===== config.mk =====
export PLATFORM = sky130hd
export DESIGN_NAME = bbce_core
export DESIGN_NICKNAME = d
export VERILOG_FILES = /design/src/inc/bbce_pkg.sv /design/src/core/bbce_core.sv
export SDC_FILE = /design/constraint.sdc
export NUM_CORES = 1
export LEC_CHECK = 0
export BUFFER_PORTS_ARGS = -buffer_cell sky130_fd_sc_hd__buf_2
export CORE_ASPECT_RATIO = 2
export CORE_UTILIZATION = 55
export CTS_CLUSTER_DIAMETER = 80
export DETAILED_ROUTE_END_ITERATION = 8
export PLACE_DENSITY = 0.75
export SETUP_SLACK_MARGIN = 0.3
export SLEW_MARGIN = 20
export SYNTH_ARGS = -nofsm -noshare
export SYNTH_HDL_FRONTEND = slang
export SYNTH_SLANG_ARGS = --single-unit

===== constraint.sdc =====
create_clock -name clk -period 7.45 [get_ports clk]
set_input_delay 0.3725 -clock clk [delete_from_list [all_inputs] [get_ports clk]]
set_output_delay 0.3725 -clock clk [all_outputs]
set_load 0.005 [all_outputs]

===== src/inc/bbce_pkg.sv =====
// Constants and types shared by the bit, branch and call execution unit
package bbce_pkg;

    // ------------------------------------------------------------
    // Opcodes
    // ------------------------------------------------------------
    localparam logic [7:0] OPC_BIT_OR = 8'h07; // bit_or_op
    localparam logic [7:0] OPC_BIT_XOR = 8'h27; // bit_xor_op, plain default
    localparam logic [7:0] OPC_BTJR = 8'h37;     // Bit-test branches, plain default
    localparam logic [7:0] OPC_CALL_DIR = 8'hF6; // direct_target_mode call
    localparam logic [7:0] OPC_CALL_PAIR = 8'hF4; // pair_indirect_mode call
    localparam logic [7:0] OPC_CALL_VEC = 8'hD4; // vector_indirect_mode call
    localparam logic [7:0] OPC_CINV = 8'hEF; // carry_invert_op

    // ------------------------------------------------------------
    // Cycle counts and lengths
    // ------------------------------------------------------------
    localparam logic [4:0] CYC_BIT_OR = 5'h06;
    localparam logic [4:0] CYC_BIT_XOR = 5'h06;
    localparam logic [4:0] CYC_BTJR = 5'h0A;     // Plain default
    localparam logic [4:0] CYC_CALL_DIR = 5'h0E;
    localparam logic [4:0] CYC_CALL_PAIR = 5'h0C;
    localparam logic [4:0] CYC_CALL_VEC = 5'h0E;
    localparam logic [4:0] CYC_CINV = 5'h04;
    localparam logic [15:0] LEN_1 = 16'h0001;
    localparam logic [15:0] LEN_2 = 16'h0002;
    localparam logic [15:0] LEN_3 = 16'h0003;

    // ------------------------------------------------------------
    // Flags and register file layout
    // ------------------------------------------------------------
    localparam int FLG_C = 7;
    localparam int FLG_Z = 6;
    localparam int FLG_S = 5;
    localparam logic [7:0] FLG_C_MASK = 8'h80;
    localparam logic [3:0] WREG_HI = 4'hC;       // Working register page

    // ------------------------------------------------------------
    // Register port map
    // ------------------------------------------------------------
    localparam logic [3:0] OFS_CTRL = 4'h0;
    localparam logic [3:0] OFS_STAT = 4'h4;
    localparam logic [7:0] CTRL_RST = 8'h01;
    localparam int CTRL_EN = 0;
    localparam int STAT_BUSY = 0;
    localparam int STAT_TAKEN = 1;
    localparam int STAT_BAD = 2;

    // ------------------------------------------------------------
    // Sequencer states
    // ------------------------------------------------------------
    typedef enum logic [6:0] {
        ST_IDLE = 7'h01,
        ST_RD1 = 7'h02,
        ST_RD2 = 7'h04,
        ST_PUSHL = 7'h08,
        ST_PUSHH = 7'h10,
        ST_WAIT = 7'h20,
        ST_SPARE = 7'h40
    } bbce_state_e;

endpackage : bbce_pkg


===== src/core/bbce_core.sv =====
// Execution unit for bit logic, bit-test branches, calls and carry invert
// Behaviour
// - bit_or_op ORs selected bit into destination
// - bit_or_op sets Z, clears S
// - bit_or_op: opcode 07, 3 bytes, 6 cycles
// - bit_xor_op XORs selected bit into destination
// - bit_xor_op sets Z, clears S
// - Branch on clear bit adds displacement
// - Branch on set bit adds displacement
// - Bit-test branches leave flags alone
// - Second byte: address, bit, variant
// - Call pushes low then high byte
// - Pushed address follows the call
// - Three call encodings with their cycles
// - carry_invert_op flips carry only
// - carry_invert_op: opcode EF, 4 cycles
//
// The address map and the strobed register port were decided locally.
`timescale 1ns/1ps
module bbce_core
    import bbce_pkg::*;
(
    // Clock, reset, enable
    input wire logic clk,
    input wire logic rst,
    input wire logic ce,
    // Instruction issue
    input wire logic ins_valid,
    input wire logic [7:0] ins_opc,
    input wire logic [7:0] ins_b1,
    input wire logic [7:0] ins_b2,
    input wire logic [15:0] ins_pc,
    output logic ins_busy,
    output logic ins_done,
    // Register file, one-cycle read
    output logic [7:0] rf_addr,
    input wire logic [7:0] rf_rdata,
    output logic rf_we,
    output logic [7:0] rf_wdata,
    // Program memory, one-cycle read
    output logic [15:0] pm_addr,
    input wire logic [7:0] pm_rdata,
    // Stack
    input wire logic [15:0] sp_in,
    output logic [15:0] sp_out,
    output logic sp_we,
    output logic [15:0] stk_addr,
    output logic [7:0] stk_data,
    output logic stk_we,
    // Program counter and flags
    output logic [15:0] pc_out,
    output logic pc_we,
    input wire logic [7:0] flags_in,
    output logic [7:0] flags_out,
    output logic flags_we,
    // Register port
    input wire logic [3:0] reg_addr,
    input wire logic [7:0] reg_wdata,
    input wire logic reg_wr,
    input wire logic reg_rd,
    output logic [7:0] reg_rdata
);

    // ------------------------------------------------------------
    // Functions
    // ------------------------------------------------------------

    // One bit of OR or XOR
    function automatic logic op_bit(input logic a, input logic b, input logic x);
        op_bit = x ? (a ^ b) : (a | b);
    endfunction : op_bit

    // Working register address from a 4-bit field
    function automatic logic [7:0] wreg(input logic [3:0] r);
        wreg = {WREG_HI, r};
    endfunction : wreg

    // ------------------------------------------------------------
    // State
    // ------------------------------------------------------------
    bbce_state_e st_reg, st_next;           // Sequencer state
    logic [4:0] cyc_reg, cyc_next;          // Cycles since issue
    logic [4:0] need_reg, need_next;        // Cycles of this instruction
    logic [7:0] opc_reg, opc_next;          // Latched opcode
    logic [7:0] b1_reg, b1_next;            // Latched second byte
    logic [7:0] b2_reg, b2_next;            // Latched third byte
    logic [15:0] ret_reg, ret_next;         // Next sequential address
    logic [15:0] tgt_reg, tgt_next;         // Call target
    logic [7:0] a_reg, a_next;              // Destination operand
    logic pm_sel_reg, pm_sel_next;          // Target bytes from program memory
    logic [7:0] ctrl_reg, ctrl_next;        // Control register
    logic taken_reg, taken_next;            // Last branch taken
    logic bad_reg, bad_next;                // Unknown opcode seen, sticky
    logic [7:0] rd_reg, rd_next;            // Read data
    logic busy_reg, done_reg;
    logic [7:0] rfa_reg, rfa_next;
    logic rfw_reg, rfw_next;
    logic [7:0] rfd_reg, rfd_next;
    logic [15:0] pma_reg, pma_next;
    logic [15:0] spo_reg, spo_next;
    logic spw_reg, spw_next;
    logic [15:0] ska_reg, ska_next;
    logic [7:0] skd_reg, skd_next;
    logic skw_reg, skw_next;
    logic [15:0] pco_reg, pco_next;
    logic pcw_reg, pcw_next;
    logic [7:0] flo_reg, flo_next;
    logic flw_reg, flw_next;
    logic done_next;

    // ------------------------------------------------------------
    // Decode
    // ------------------------------------------------------------
    wire is_or = (ins_opc == OPC_BIT_OR);
    wire is_xor = (ins_opc == OPC_BIT_XOR);
    wire is_btjr = (ins_opc == OPC_BTJR);
    wire is_call = (ins_opc == OPC_CALL_DIR) || (ins_opc == OPC_CALL_PAIR) || (ins_opc == OPC_CALL_VEC);
    wire is_cinv = (ins_opc == OPC_CINV);
    wire known_w = is_or || is_xor || is_btjr || is_call || is_cinv;
    wire issue_w = (st_reg == ST_IDLE) && ins_valid && ctrl_reg[CTRL_EN];
    wire acc_w = issue_w && known_w;
    // Latched fields: address, bit number, variant bit
    wire [3:0] f_addr = b1_reg[7:4];
    wire [2:0] f_bit = b1_reg[3:1];
    wire f_sel = b1_reg[0];
    wire op_x = (opc_reg == OPC_BIT_XOR);
    wire op_bitlog = (opc_reg == OPC_BIT_OR) || op_x;
    wire op_btjr = (opc_reg == OPC_BTJR);
    // Destination and source of the bit logic
    wire [7:0] dst_addr = f_sel ? b2_reg : wreg(f_addr);
    wire [7:0] src_addr = f_sel ? wreg(f_addr) : b2_reg;
    // Result bit for both variants
    wire res0 = op_bit(a_reg[0], rf_rdata[f_bit], op_x);
    wire resb = op_bit(a_reg[f_bit], rf_rdata[0], op_x);
    wire res_w = f_sel ? resb : res0;
    // Branch condition: variant bit 0 jumps on clear, 1 on set
    wire tbit_w = rf_rdata[f_bit];
    wire take_w = (tbit_w == f_sel);
    // Signed displacement from the following address
    wire [15:0] br_tgt = ret_reg + {{8{b2_reg[7]}}, b2_reg};
    wire [7:0] mdat_w = pm_sel_reg ? pm_rdata : rf_rdata;
    wire [4:0] cyc_inc = cyc_reg + 5'h01;
    // Done is raised in the last cycle, so the next issue lands n cycles on
    wire [4:0] need_m1 = need_reg - 5'h01;
    wire [15:0] sp_m1 = sp_in - LEN_1;
    wire [15:0] sp_m2 = sp_in - LEN_2;
    wire wr_ctrl = reg_wr && (reg_addr == OFS_CTRL);
    wire wr_stat = reg_wr && (reg_addr == OFS_STAT);
    wire [7:0] stat_w = {5'h00, bad_reg, taken_reg, busy_reg};

    // ------------------------------------------------------------
    // Sequencer next state
    // ------------------------------------------------------------
    always_comb
    begin
        st_next = st_reg;
        cyc_next = cyc_inc;
        need_next = need_reg;
        opc_next = opc_reg;
        b1_next = b1_reg;
        b2_next = b2_reg;
        ret_next = ret_reg;
        tgt_next = tgt_reg;
        a_next = a_reg;
        pm_sel_next = pm_sel_reg;
        taken_next = taken_reg;
        rfa_next = rfa_reg;
        rfw_next = 1'b0;
        rfd_next = rfd_reg;
        pma_next = pma_reg;
        spo_next = spo_reg;
        spw_next = 1'b0;
        ska_next = ska_reg;
        skd_next = skd_reg;
        skw_next = 1'b0;
        pco_next = pco_reg;
        pcw_next = 1'b0;
        flo_next = flo_reg;
        flw_next = 1'b0;
        done_next = 1'b0;
        case (st_reg)
            // Wait for an instruction and start it
            ST_IDLE:
            begin
                cyc_next = 5'h01;
                opc_next = ins_opc;
                b1_next = ins_b1;
                b2_next = ins_b2;
                if (acc_w)
                begin
                    st_next = ST_RD1;
                    if (is_or || is_xor)
                    begin
                        need_next = is_or ? CYC_BIT_OR : CYC_BIT_XOR;
                        ret_next = ins_pc + LEN_3;
                        rfa_next = ins_b1[0] ? ins_b2 : wreg(ins_b1[7:4]);
                    end
                    else if (is_btjr)
                    begin
                        need_next = CYC_BTJR;
                        ret_next = ins_pc + LEN_3;
                        rfa_next = wreg(ins_b1[7:4]);
                    end
                    else if (ins_opc == OPC_CALL_DIR)
                    begin
                        need_next = CYC_CALL_DIR;
                        ret_next = ins_pc + LEN_3;
                        tgt_next = {ins_b1, ins_b2};
                        st_next = ST_PUSHL;
                    end
                    else if (ins_opc == OPC_CALL_PAIR)
                    begin
                        need_next = CYC_CALL_PAIR;
                        ret_next = ins_pc + LEN_2;
                        rfa_next = ins_b1;
                        pm_sel_next = 1'b0;
                    end
                    else if (ins_opc == OPC_CALL_VEC)
                    begin
                        // vector in program memory, 2 bytes
                        need_next = CYC_CALL_VEC;
                        ret_next = ins_pc + LEN_2;
                        pma_next = {8'h00, ins_b1};
                        pm_sel_next = 1'b1;
                    end
                    else
                    begin
                        // flip carry, one byte, 4 cycles
                        need_next = CYC_CINV;
                        ret_next = ins_pc + LEN_1;
                        flo_next = flags_in ^ FLG_C_MASK;
                        flw_next = 1'b1;
                        st_next = ST_WAIT;
                    end
                end
            end
            // First operand arrives
            ST_RD1:
            begin
                st_next = ST_RD2;
                if (op_bitlog)
                begin
                    a_next = rf_rdata;
                    rfa_next = src_addr;
                end
                else if (op_btjr)
                begin
                    // Flags untouched on both outcomes
                    taken_next = take_w;
                    pco_next = take_w ? br_tgt : ret_reg;
                    pcw_next = 1'b1;
                    st_next = ST_WAIT;
                end
                else
                begin
                    // Target high byte first
                    tgt_next = {mdat_w, tgt_reg[7:0]};
                    rfa_next = rfa_reg + 8'h01;
                    pma_next = pma_reg + LEN_1;
                end
            end
            // Second operand arrives
            ST_RD2:
            begin
                if (op_bitlog)
                begin
                    // Write only the chosen bit
                    rfa_next = dst_addr;
                    rfd_next = a_reg;
                    rfd_next[f_sel ? f_bit : 3'h0] = res_w;
                    rfw_next = 1'b1;
                    // Z from result, S cleared, rest kept
                    flo_next = flags_in;
                    flo_next[FLG_Z] = ~res_w;
                    flo_next[FLG_S] = 1'b0;
                    flw_next = 1'b1;
                    st_next = ST_WAIT;
                end
                else
                begin
                    tgt_next = {tgt_reg[15:8], mdat_w};
                    st_next = ST_PUSHL;
                end
            end
            // Push low byte of the return address
            ST_PUSHL:
            begin
                ska_next = sp_m1;
                skd_next = ret_reg[7:0];
                skw_next = 1'b1;
                st_next = ST_PUSHH;
            end
            // Push high byte, move stack pointer, jump
            ST_PUSHH:
            begin
                ska_next = sp_m2;
                skd_next = ret_reg[15:8];
                skw_next = 1'b1;
                spo_next = sp_m2;
                spw_next = 1'b1;
                pco_next = tgt_reg;
                pcw_next = 1'b1;
                st_next = ST_WAIT;
            end
            // Pad to the instruction's cycle count
            ST_WAIT:
            begin
                if (cyc_reg >= need_m1)
                begin
                    done_next = 1'b1;
                    st_next = ST_IDLE;
                end
            end
            default:
            begin
                st_next = ST_IDLE;
            end
        endcase
    end

    // ------------------------------------------------------------
    // Register port decode
    // ------------------------------------------------------------
    assign ctrl_next = wr_ctrl ? reg_wdata : ctrl_reg;
    // Unknown opcode sets the flag; set wins over a write-one clear
    assign bad_next = (issue_w && !known_w) || (bad_reg && !(wr_stat && reg_wdata[STAT_BAD]));
    assign rd_next = !reg_rd ? 8'h00 : (reg_addr == OFS_CTRL) ? ctrl_reg : (reg_addr == OFS_STAT) ? stat_w : 8'h00;

    // ------------------------------------------------------------
    // Registers
    // ------------------------------------------------------------

    // Sequencer and operand state
    always_ff @(posedge clk)
    begin
        if (rst)
        begin
            st_reg <= ST_IDLE;
            cyc_reg <= 5'h00;
            need_reg <= 5'h00;
            opc_reg <= 8'h00;
            b1_reg <= 8'h00;
            b2_reg <= 8'h00;
            ret_reg <= 16'h0000;
            tgt_reg <= 16'h0000;
            a_reg <= 8'h00;
            pm_sel_reg <= 1'b0;
            taken_reg <= 1'b0;
        end
        else if (ce)
        begin
            st_reg <= st_next;
            cyc_reg <= cyc_next;
            need_reg <= need_next;
            opc_reg <= opc_next;
            b1_reg <= b1_next;
            b2_reg <= b2_next;
            ret_reg <= ret_next;
            tgt_reg <= tgt_next;
            a_reg <= a_next;
            pm_sel_reg <= pm_sel_next;
            taken_reg <= taken_next;
        end
    end

    // Output flops toward the core
    always_ff @(posedge clk)
    begin
        if (rst)
        begin
            rfa_reg <= 8'h00;
            rfw_reg <= 1'b0;
            rfd_reg <= 8'h00;
            pma_reg <= 16'h0000;
            spo_reg <= 16'h0000;
            spw_reg <= 1'b0;
            ska_reg <= 16'h0000;
            skd_reg <= 8'h00;
            skw_reg <= 1'b0;
            pco_reg <= 16'h0000;
            pcw_reg <= 1'b0;
            flo_reg <= 8'h00;
            flw_reg <= 1'b0;
            busy_reg <= 1'b0;
            done_reg <= 1'b0;
        end
        else if (ce)
        begin
            rfa_reg <= rfa_next;
            rfw_reg <= rfw_next;
            rfd_reg <= rfd_next;
            pma_reg <= pma_next;
            spo_reg <= spo_next;
            spw_reg <= spw_next;
            ska_reg <= ska_next;
            skd_reg <= skd_next;
            skw_reg <= skw_next;
            pco_reg <= pco_next;
            pcw_reg <= pcw_next;
            flo_reg <= flo_next;
            flw_reg <= flw_next;
            busy_reg <= (st_next != ST_IDLE);
            done_reg <= done_next;
        end
    end

    // Register port state
    always_ff @(posedge clk)
    begin
        if (rst)
        begin
            ctrl_reg <= CTRL_RST;
            bad_reg <= 1'b0;
            rd_reg <= 8'h00;
        end
        else if (ce)
        begin
            ctrl_reg <= ctrl_next;
            bad_reg <= bad_next;
            rd_reg <= rd_next;
        end
    end

    // Outputs straight from flops
    assign ins_busy = busy_reg;
    assign ins_done = done_reg;
    assign rf_addr = rfa_reg;
    assign rf_we = rfw_reg;
    assign rf_wdata = rfd_reg;
    assign pm_addr = pma_reg;
    assign sp_out = spo_reg;
    assign sp_we = spw_reg;
    assign stk_addr = ska_reg;
    assign stk_data = skd_reg;
    assign stk_we = skw_reg;
    assign pc_out = pco_reg;
    assign pc_we = pcw_reg;
    assign flags_out = flo_reg;
    assign flags_we = flw_reg;
    assign reg_rdata = rd_reg;
endmodule : bbce_core


Yosys cells after proc, flatten, opt, wreduce, memory -nomap -nowiden
Cells that the tools add are included.
- bits in registers: 203
- input bits: 98
- output and inout bits: 111
- logic and storage cells: 231
- add/sub/neg operators: 10
- order comparisons: 4
- equality and inequality tests: 35
- multiplexer cells: 98
- bitwise gates (word level): 12
- reduce and logical (&&, ||, !) cells: 42
- operators with widths (kind ; count):
    2-to-1 mux 16 bit ; 22
    2-to-1 mux 8 bit ; 22
    case mux 16 bit (2 select lines) ; 3
    2-to-1 mux 6 bit ; 8
    case mux 16 bit (3 select lines) ; 1
    case mux 7 bit (6 select lines) ; 1
    adder 16 x 1 -> 16 bit (second input constant) ; 2
    adder 16 x 2 -> 16 bit (second input constant) ; 2
    == test 8 x 6 -> 1 bit (second input constant) ; 4
    == test 8 bit (second input constant) ; 4
    case mux 8 bit (2 select lines) ; 2
    inequality test 2 bit (second input constant) ; 12
    case mux 8 bit (3 select lines) ; 1
    2-to-1 mux 1 bit ; 22
    2-to-1 mux 4 bit ; 5
    AND reduction 9 bit ; 2
    adder 16 bit ; 1
    == test 8 x 3 -> 1 bit (second input constant) ; 2
    subtractor 16 x 1 -> 16 bit (second input constant) ; 1
    subtractor 16 x 2 -> 16 bit (second input constant) ; 1
    2-to-1 mux 7 bit ; 2
    AND reduction 7 bit ; 2
    AND reduction 10 bit ; 1
    nonzero test 2 bit ; 5
    37 further kinds ; 73

Depth between registers and ports, before layout
Gate-level depths: netlist of run 1.
- word-level depth: 9
- depth in mapped cells: 12
- depth with buffers taken out: 12

Worst setup path before layout of run 1
OpenSTA, ideal clock, no wires.
- path type: register -> register
- start point: register st_reg[3]
- end point: register pma_reg[10] (netlist: pm_addr[10])
- data arrival time: 2.829 ns
- data required time: 7.380 ns
- path slack: 4.551 ns
- stages on the path, launching flop included: 11
- path buffers: 3
- path through: dfxtp_1 -> buf_6 -> or4_4 -> or4b_4 -> buf_6 -> nor2_8 -> a32oi_4 -> or4_1 -> buf_2 -> or3_1 -> a21oi_1
- cells in the longest elaborated chain, start to end: 6
- elaborated cells on any way between the ends: 16
- ends and longest elaborated chain (element ; RTL line ; text):
    from (decl) ; bbce_core.sv:81 ; bbce_state_e st_reg, st_next;
    from (signal assigned) ; bbce_core.sv:352 ; st_reg <= st_next;
    == test 7 x 1 -> 1 bit ; bbce_core.sv:120, bbce_core.sv:181 ;
    logical AND 1 bit (2 in a row) ; bbce_core.sv:120 ; wire issue_w = (st_reg == ST_IDLE) && ins_valid && ctrl_reg[CTRL_EN];
    logical AND 1 bit ; bbce_core.sv:121 ; wire acc_w = issue_w && known_w;
    inequality test 2 bit (no line) ; -- ;
    AND reduction 10 bit (no line) ; -- ;
    to (signal assigned) ; bbce_core.sv:392 ; pma_reg <= pma_next;
    to (decl) ; bbce_core.sv:99 ; logic [15:0] pma_reg, pma_next;
Several ways; a longest one is shown, not always the timed one.
A chain may end at the register's enable or synchronous reset.

Worst setup path after layout of run 1
- start point: register st_reg[0]
- end point: register pco_reg[15] (netlist: pc_out[15])
- cells in the longest elaborated chain, start to end: 3
- elaborated cells on any way between the ends: 7
- ends and longest elaborated chain (element ; RTL line ; text):
    == test 7 x 2 -> 1 bit or == test 7 x 5 -> 1 bit (tied branches) ; bbce_core.sv:181 ; case (st_reg)
    inequality test 2 bit (no line) or nonzero test 2 bit (tied branches) ; -- ;
    AND reduction 4 bit (no line) ; -- ;
    to (signal assigned) ; bbce_core.sv:398 ; pco_reg <= pco_next;
    to (decl) ; bbce_core.sv:105 ; logic [15:0] pco_reg, pco_next;
Several ways; a longest one is shown, not always the timed one.

==> results.cfg, run 1 <==
[run_status]
outcome = completed

[clock_tree]
ctsHtreeMaxLevel = 1
clk_pin_slew_ns = 0.07
post-cts-setup-buffer-count = 0
cts-root-buf = clkbuf_16
cts_buffers = 19
cts_resized = 0
clk_latency_ns = 0.50
clock_sinks = 201
hold_buffers = 0
clock_path_buffers = 3
tritoncts = done

[timing]
fin_tns_setup_ns = 0
rsz0062_at_grt = no
fin_crit_ns = 3.35
tightest_slew_ns = 0.931
relSlewSlack = 0.380
setup_viol = 0
skew_ns = 0.0137
report.final.slew_viol_count = 0
fmax_mhz = 298
hold_viol = 0
period_share = 0.450

[final_layout]
layout_commonest_cell = buf_2
area_growth_pct = 15.9
layout.nets = 1615
nFillCells = 1778
final_cell_mix = buf_2 (207), dfxtp_1 (201), nor2_1 (184), nand2_1 (167), a21oi_1 (112)
stdcell_count = 1755
fin_util = 0.647
drive_gt1_frac = 0.187
finalInstanceArea_um2 = 12500

[synth]
synth_enable_flop_cells = 0
synth_warnings = 0
yosysTopAreaCell = dfxtp_1
synth_fp_nets = 1461
async_flop_share = 0
netlist.area_leader.share = 0.374
ys_ff_latch = 201
synth_area_um2 = 10800
ys.flop_type = dfxtp_1
yosys-top-cells-area = dfxtp_1 (37%), nor2_1 (6.5%), nand2_1 (5.8%)
netlist_instances = 1330
synth.distinct_cells = 74
syn_avg_cell_area_um2 = 8.09
ys_seq_area_frac = 0.374

[floorplan]
dieArea_um2 = 20200
core_um2 = 19300
die_h_um = 200
dieWidth_um = 101
pin_count = 209
rows = 72
initial_core_util = 0.558

[placed_design]
dp.final_hpwl_um = 24000
gp_congestion = 0.962
place_inst = 1722
io_buffers = 208
placed_area_um2 = 11900

[route]
drc_errors = 0
via_count = 10426
met1Wirelength_um = 10900
avgViaCountPerCell = 5.94
routedWlPerCell_um = 18.2
drt-initial-drc-count = 488
routed.top_layer = met4
wl_met2_um = 16800
first_pass_iters = 5
route.met3.wl_um = 1830
wirelength_um = 32000
drtAntennaViolNets = 0

[setup_path]
path_class = reg -> reg
worstSetupStartpointType = flip-flop
required_ns = 7.88
endpoint_kind = flip-flop
critPathArrivalTime_ns = 3.78
crit_fanout = 23

[power]
power_density_nw_per_um2 = 181
p_leak_nw = 5.00
ir_worst_vdd_uv = 192

[global_route]
antenna_found_initial = 0
grt_pass1_wl_um = 49300
grtUsageTotal = 0.313
grt_start_max_net_pins = 127
grt_pass1_vias = 9694
gr-total-overflow = 0

[hold_path]
min-delay-path-class = in -> reg

[run]
maxCapViolCount = 0
[kinds of logic after synthesis]
| group | Yosys count | synth area share |
|---|---|---|
| flip-flops | 201 | 0.374 |
| multiplexers | 50 | 0.0535 |
| XOR/XNOR | 66 | 0.0537 |
| buffers and inverters | 108 | 0.0395 |
| AO/OA/AOI/OAI | 348 | 0.216 |
| adder cells (fa/ha/maj) | 33 | 0.0391 |
| AND/OR/NAND/NOR | 524 | 0.224 |
[stage by stage]
step	setup WS [ns]	power (mW)	hold slack, ns
after CTS	4.12	2.27	0.0944
final	4.10	2.26	0.100
after global routing	3.87	2.34	0.0966
after global placement	3.97	1.35	0.439
after floorplan	4.55	1.27	0.431
after detailed placement	3.82	1.36	0.444
[layout make-up]
cell class	count	area (um2)	share of cell area
antenna	1	2.50	0.000201
multi-input combinational	1021	6330	0.508
inverter	22	82.6	0.00662
sequential	201	4020	0.323
clock inverter	9	67.6	0.00542
timing repair buffer	219	1130	0.0906
tap	259	324	0.0260
clock buffer	23	510	0.0409
[worst max-delay path, cell delays in order (launching register included)]
cell	delay [ns]
dfxtp_1	0.37
or4_4	0.58
or4b_4	0.68
nor2_1	0.23
inv_1	0.16
a21oi_1	0.77
and3_1	0.26
a31oi_1	0.08
a21oi_1	0.15
[path summary, 6_finish.rpt]
path	startpoint	endpoint	slack (ns)	depth (start not counted)
setup reg to reg	st_reg[0]	pc_out[15]	4.10	8
setup / recovery	st_reg[0]	pc_out[15]	4.10	8
hold reg to reg	pc_out[5]	pc_out[5]	0.45	2
hold / removal	sp_in[1]	sp_out[1]	0.10	2
[synthesized netlist by cell type, types with 13 or more instances]
cell and instances:
nand3_1 33, mux2i_1 35, nor2_1 185, xor2_1 43, ha_1 32, and3_1 17
nor3_1 26, a311oi_1 16, or3_1 13, xnor2_1 23, nand4_1 14, dfxtp_1 201
nand2_1 167, a22oi_1 29, o211ai_1 25, a21oi_1 112, a211oi_1 70, inv_1 22
clkbuf_1 77, o21ai_0 37
[metal layers]
metal	vias up	global-route usage
met2	408	0.587
met3	121	0.0400
li1	5084	-
met4	0	0.232
met1	4813	0.308
met5	-	0
[report_power, final]
group	total, mW	internal, mW	leakage [nW]	switching [mW]
clock	0.926	0.495	0.282	0.430
combinational	0.227	0.0826	3.10	0.145
sequential	1.11	1.09	1.62	0.0205
(Power assumes the default switching activity.)
==> inputs of run 2 (changes only) <==
--- a/config.mk
+++ b/config.mk
@@ -5,6 +5,7 @@
 export SDC_FILE = /design/constraint.sdc
 export NUM_CORES = 1
 export LEC_CHECK = 0
+export ABC_AREA = 1
 export BUFFER_PORTS_ARGS = -buffer_cell sky130_fd_sc_hd__buf_2
 export CORE_ASPECT_RATIO = 2
 export CORE_UTILIZATION = 55
==> constraint.sdc (replaced) <==
create_clock -name clk -period 3.3 [get_ports clk]
set_input_delay 0.165 -clock clk [delete_from_list [all_inputs] [get_ports clk]]
set_output_delay 0.165 -clock clk [all_outputs]
set_load 0.005 [all_outputs]
==> run 2 against run 1 <==
Final area is 16% higher. Worst setup slack worse by 3.5 ns. Hold slack worse by 0.095 ns. Via count is 31% higher. Critical endpoint is now flags_out[4]. Largest power group unchanged.
==> results.cfg, run 2 <==
[synth]
ys.flop_type = dfxtp_1
netlist.area_leader.share = 0.335
synth.distinct_cells = 49
synth_enable_flop_cells = 0
yosys-top-cells-area = dfxtp_1 (33%), nand2_1 (13%), o21ai_0 (7.7%)
synth_top_cells_by_count = nand2_1 (431), nor2_1 (230), dfxtp_1 (201)
yosysMostFrequentCell = nand2_1
synth_fp_nets = 2001
ys_seq_area_frac = 0.335
async_flop_share = 0
netlist_instances = 1870
ys_ff_latch = 201
synth_area_um2 = 12000
yosysTopAreaCell = dfxtp_1
syn_avg_cell_area_um2 = 6.43
synth_warnings = 0

[timing]
period_share = 0.820
hold_viol = 0
report.final.slew_viol_count = 0
fin_crit_ns = 2.70
whs_ns = 0.00520
skew_ns = 0.0188
tightest_slew_ns = 0.954
relSlewSlack = 0.364
fin_tns_setup_ns = 0
setup_viol = 0
fmax_mhz = 370
rsz0062_at_grt = no

[floorplan]
initial_core_util = 0.559
core_um2 = 21500
dieArea_um2 = 22500
die_h_um = 211
pin_count = 209
dieWidth_um = 107
rows = 76

[final_layout]
finalInstanceArea_um2 = 14400
layout.nets = 2223
stdcell_count = 2380
area_growth_pct = 19.9
final_cell_mix = nand2_1 (431), nor2_1 (228), buf_2 (208), dfxtp_1 (201), inv_1 (194)
fin_util = 0.670
nFillCells = 2049
drive_gt1_frac = 0.147
layout_commonest_cell = nand2_1

[global_route]
grtUsageTotal = 0.370
grt_start_max_net_pins = 80
grt_pass1_vias = 13263
antenna_found_initial = 1
grt_pass1_wl_um = 65500
gr-total-overflow = 0

[route]
via_count = 13619
first_pass_iters = 6
routedWlPerCell_um = 17.7
drc_errors = 0
drtAntennaViolNets = 0
wirelength_um = 42100
drt-initial-drc-count = 1079
avgViaCountPerCell = 5.72

[setup_path]
path_cells = nor2_1, nand2_2, inv_2, nand4_2, inv_2, nand2_1, nand2_1, nand2_2, o21ai_0, nor2_1
critPathArrivalTime_ns = 3.12
crit_start = st_reg[5]
critPathMaxStageDelay_ns = 0.39
r2r_start = st_reg[5]
worstSetupStartpointType = flip-flop
path_class = reg -> reg
endpoint_kind = flip-flop
required_ns = 3.71
crit_fanout = 16
cp_top_family = simple AND/OR/NAND/NOR gates
cp_num_buf_inv = 2
slowest_stage = nand4_2

[power]
ir_worst_vdd_uv = 448
power_density_nw_per_um2 = 408
p_leak_nw = 6.94

[placed_design]
io_buffers = 208
placed_area_um2 = 13200
gp_congestion = 1.01
dp.final_hpwl_um = 31200
place_inst = 2293

[clock_tree]
post-cts-setup-buffer-count = 0
hold_buffers = 50
clk_pin_slew_ns = 0.07
ctsHtreeMaxLevel = 1
cts_buffers = 20
clk_latency_ns = 0.53
cts_resized = 0
clock_sinks = 201
clock_path_buffers = 3
tritoncts = done
cts-root-buf = clkbuf_16

[run_status]
outcome = completed

[run]
maxCapViolCount = 0

[hold_path]
min_from = ins_b1[3]
min-delay-path-class = in -> reg
[run 2: cell count changes after synthesis, moves of 64 or more]
cell	before	now
a211oi_1	70	6
inv_1	22	195
nand2_1	167	431
nand3_1	33	125
o21ai_0	37	184
[run 2: through the flow]
step,total power [mW],setup slack [ns]
2_1_floorplan,3.13,1.34
3_3_place_gp,3.42,0.827
3_5_place_dp,3.43,0.702
4_1_cts,5.88,0.689
5_1_grt,6.09,0.322
6_report,5.87,0.595
[run 2: worst paths after layout]
check / endpoint / slack, ns / cells past startpoint
setup / recovery: flags_out[4] / 0.60 / 10
hold / removal: b1_reg[3] / 0.005 / 3
setup reg to reg: flags_out[4] / 0.60 / 10
hold reg to reg: opc_reg[6] / 0.47 / 2
[run 2: final cells by class]
cell class,instances,area (um2),area share
inverter,210,793,0.0551
timing repair buffer,277,1700,0.118
multi-input combinational,1382,6860,0.476
clock buffer,26,573,0.0398
sequential,201,4020,0.279
antenna,1,2.50,0.000174
clock inverter,10,120,0.00834
tap,273,342,0.0237
[run 2: logic make-up (layout without fill, tap and decap cells)]
family / Yosys count / count (layout) / share of synthesized area
AOI/OAI and AO/OA: 433 / 433 / 0.198
xor gates and xnor gates: 43 / 43 / 0.0313
adders and majority gates: 33 / 33 / 0.0350
buffers and inverters: 287 / 523 / 0.0950
DFF: 201 / 201 / 0.335
other: 0 / 1 / 0
and+or+nand+nor: 873 / 873 / 0.306
[run 2: report_power, final]
part / total, mW / internal (mW) / switching (mW)
clock: 2.43 / 1.39 / 1.04
sequential: 2.56 / 2.49 / 0.0690
combinational: 0.881 / 0.303 / 0.578
total: 5.87 / 4.19 / 1.68
[run 2: worst min-delay path, delay by kind of cell]
kind                   cells  cell delay (ns)
buffers and inverters      1             0.13
AO/OA/AOI/OAI              2             0.19
[run 2: per-layer routing]
layer | up-vias | GRT usage | routed length, um
met5 | - | 0 | 0
met4 | 0 | 0.274 | 3260
met3 | 182 | 0.0426 | 2170
met2 | 564 | 0.695 | 22000
met1 | 6266 | 0.365 | 14700
li1 | 6607 | - | -
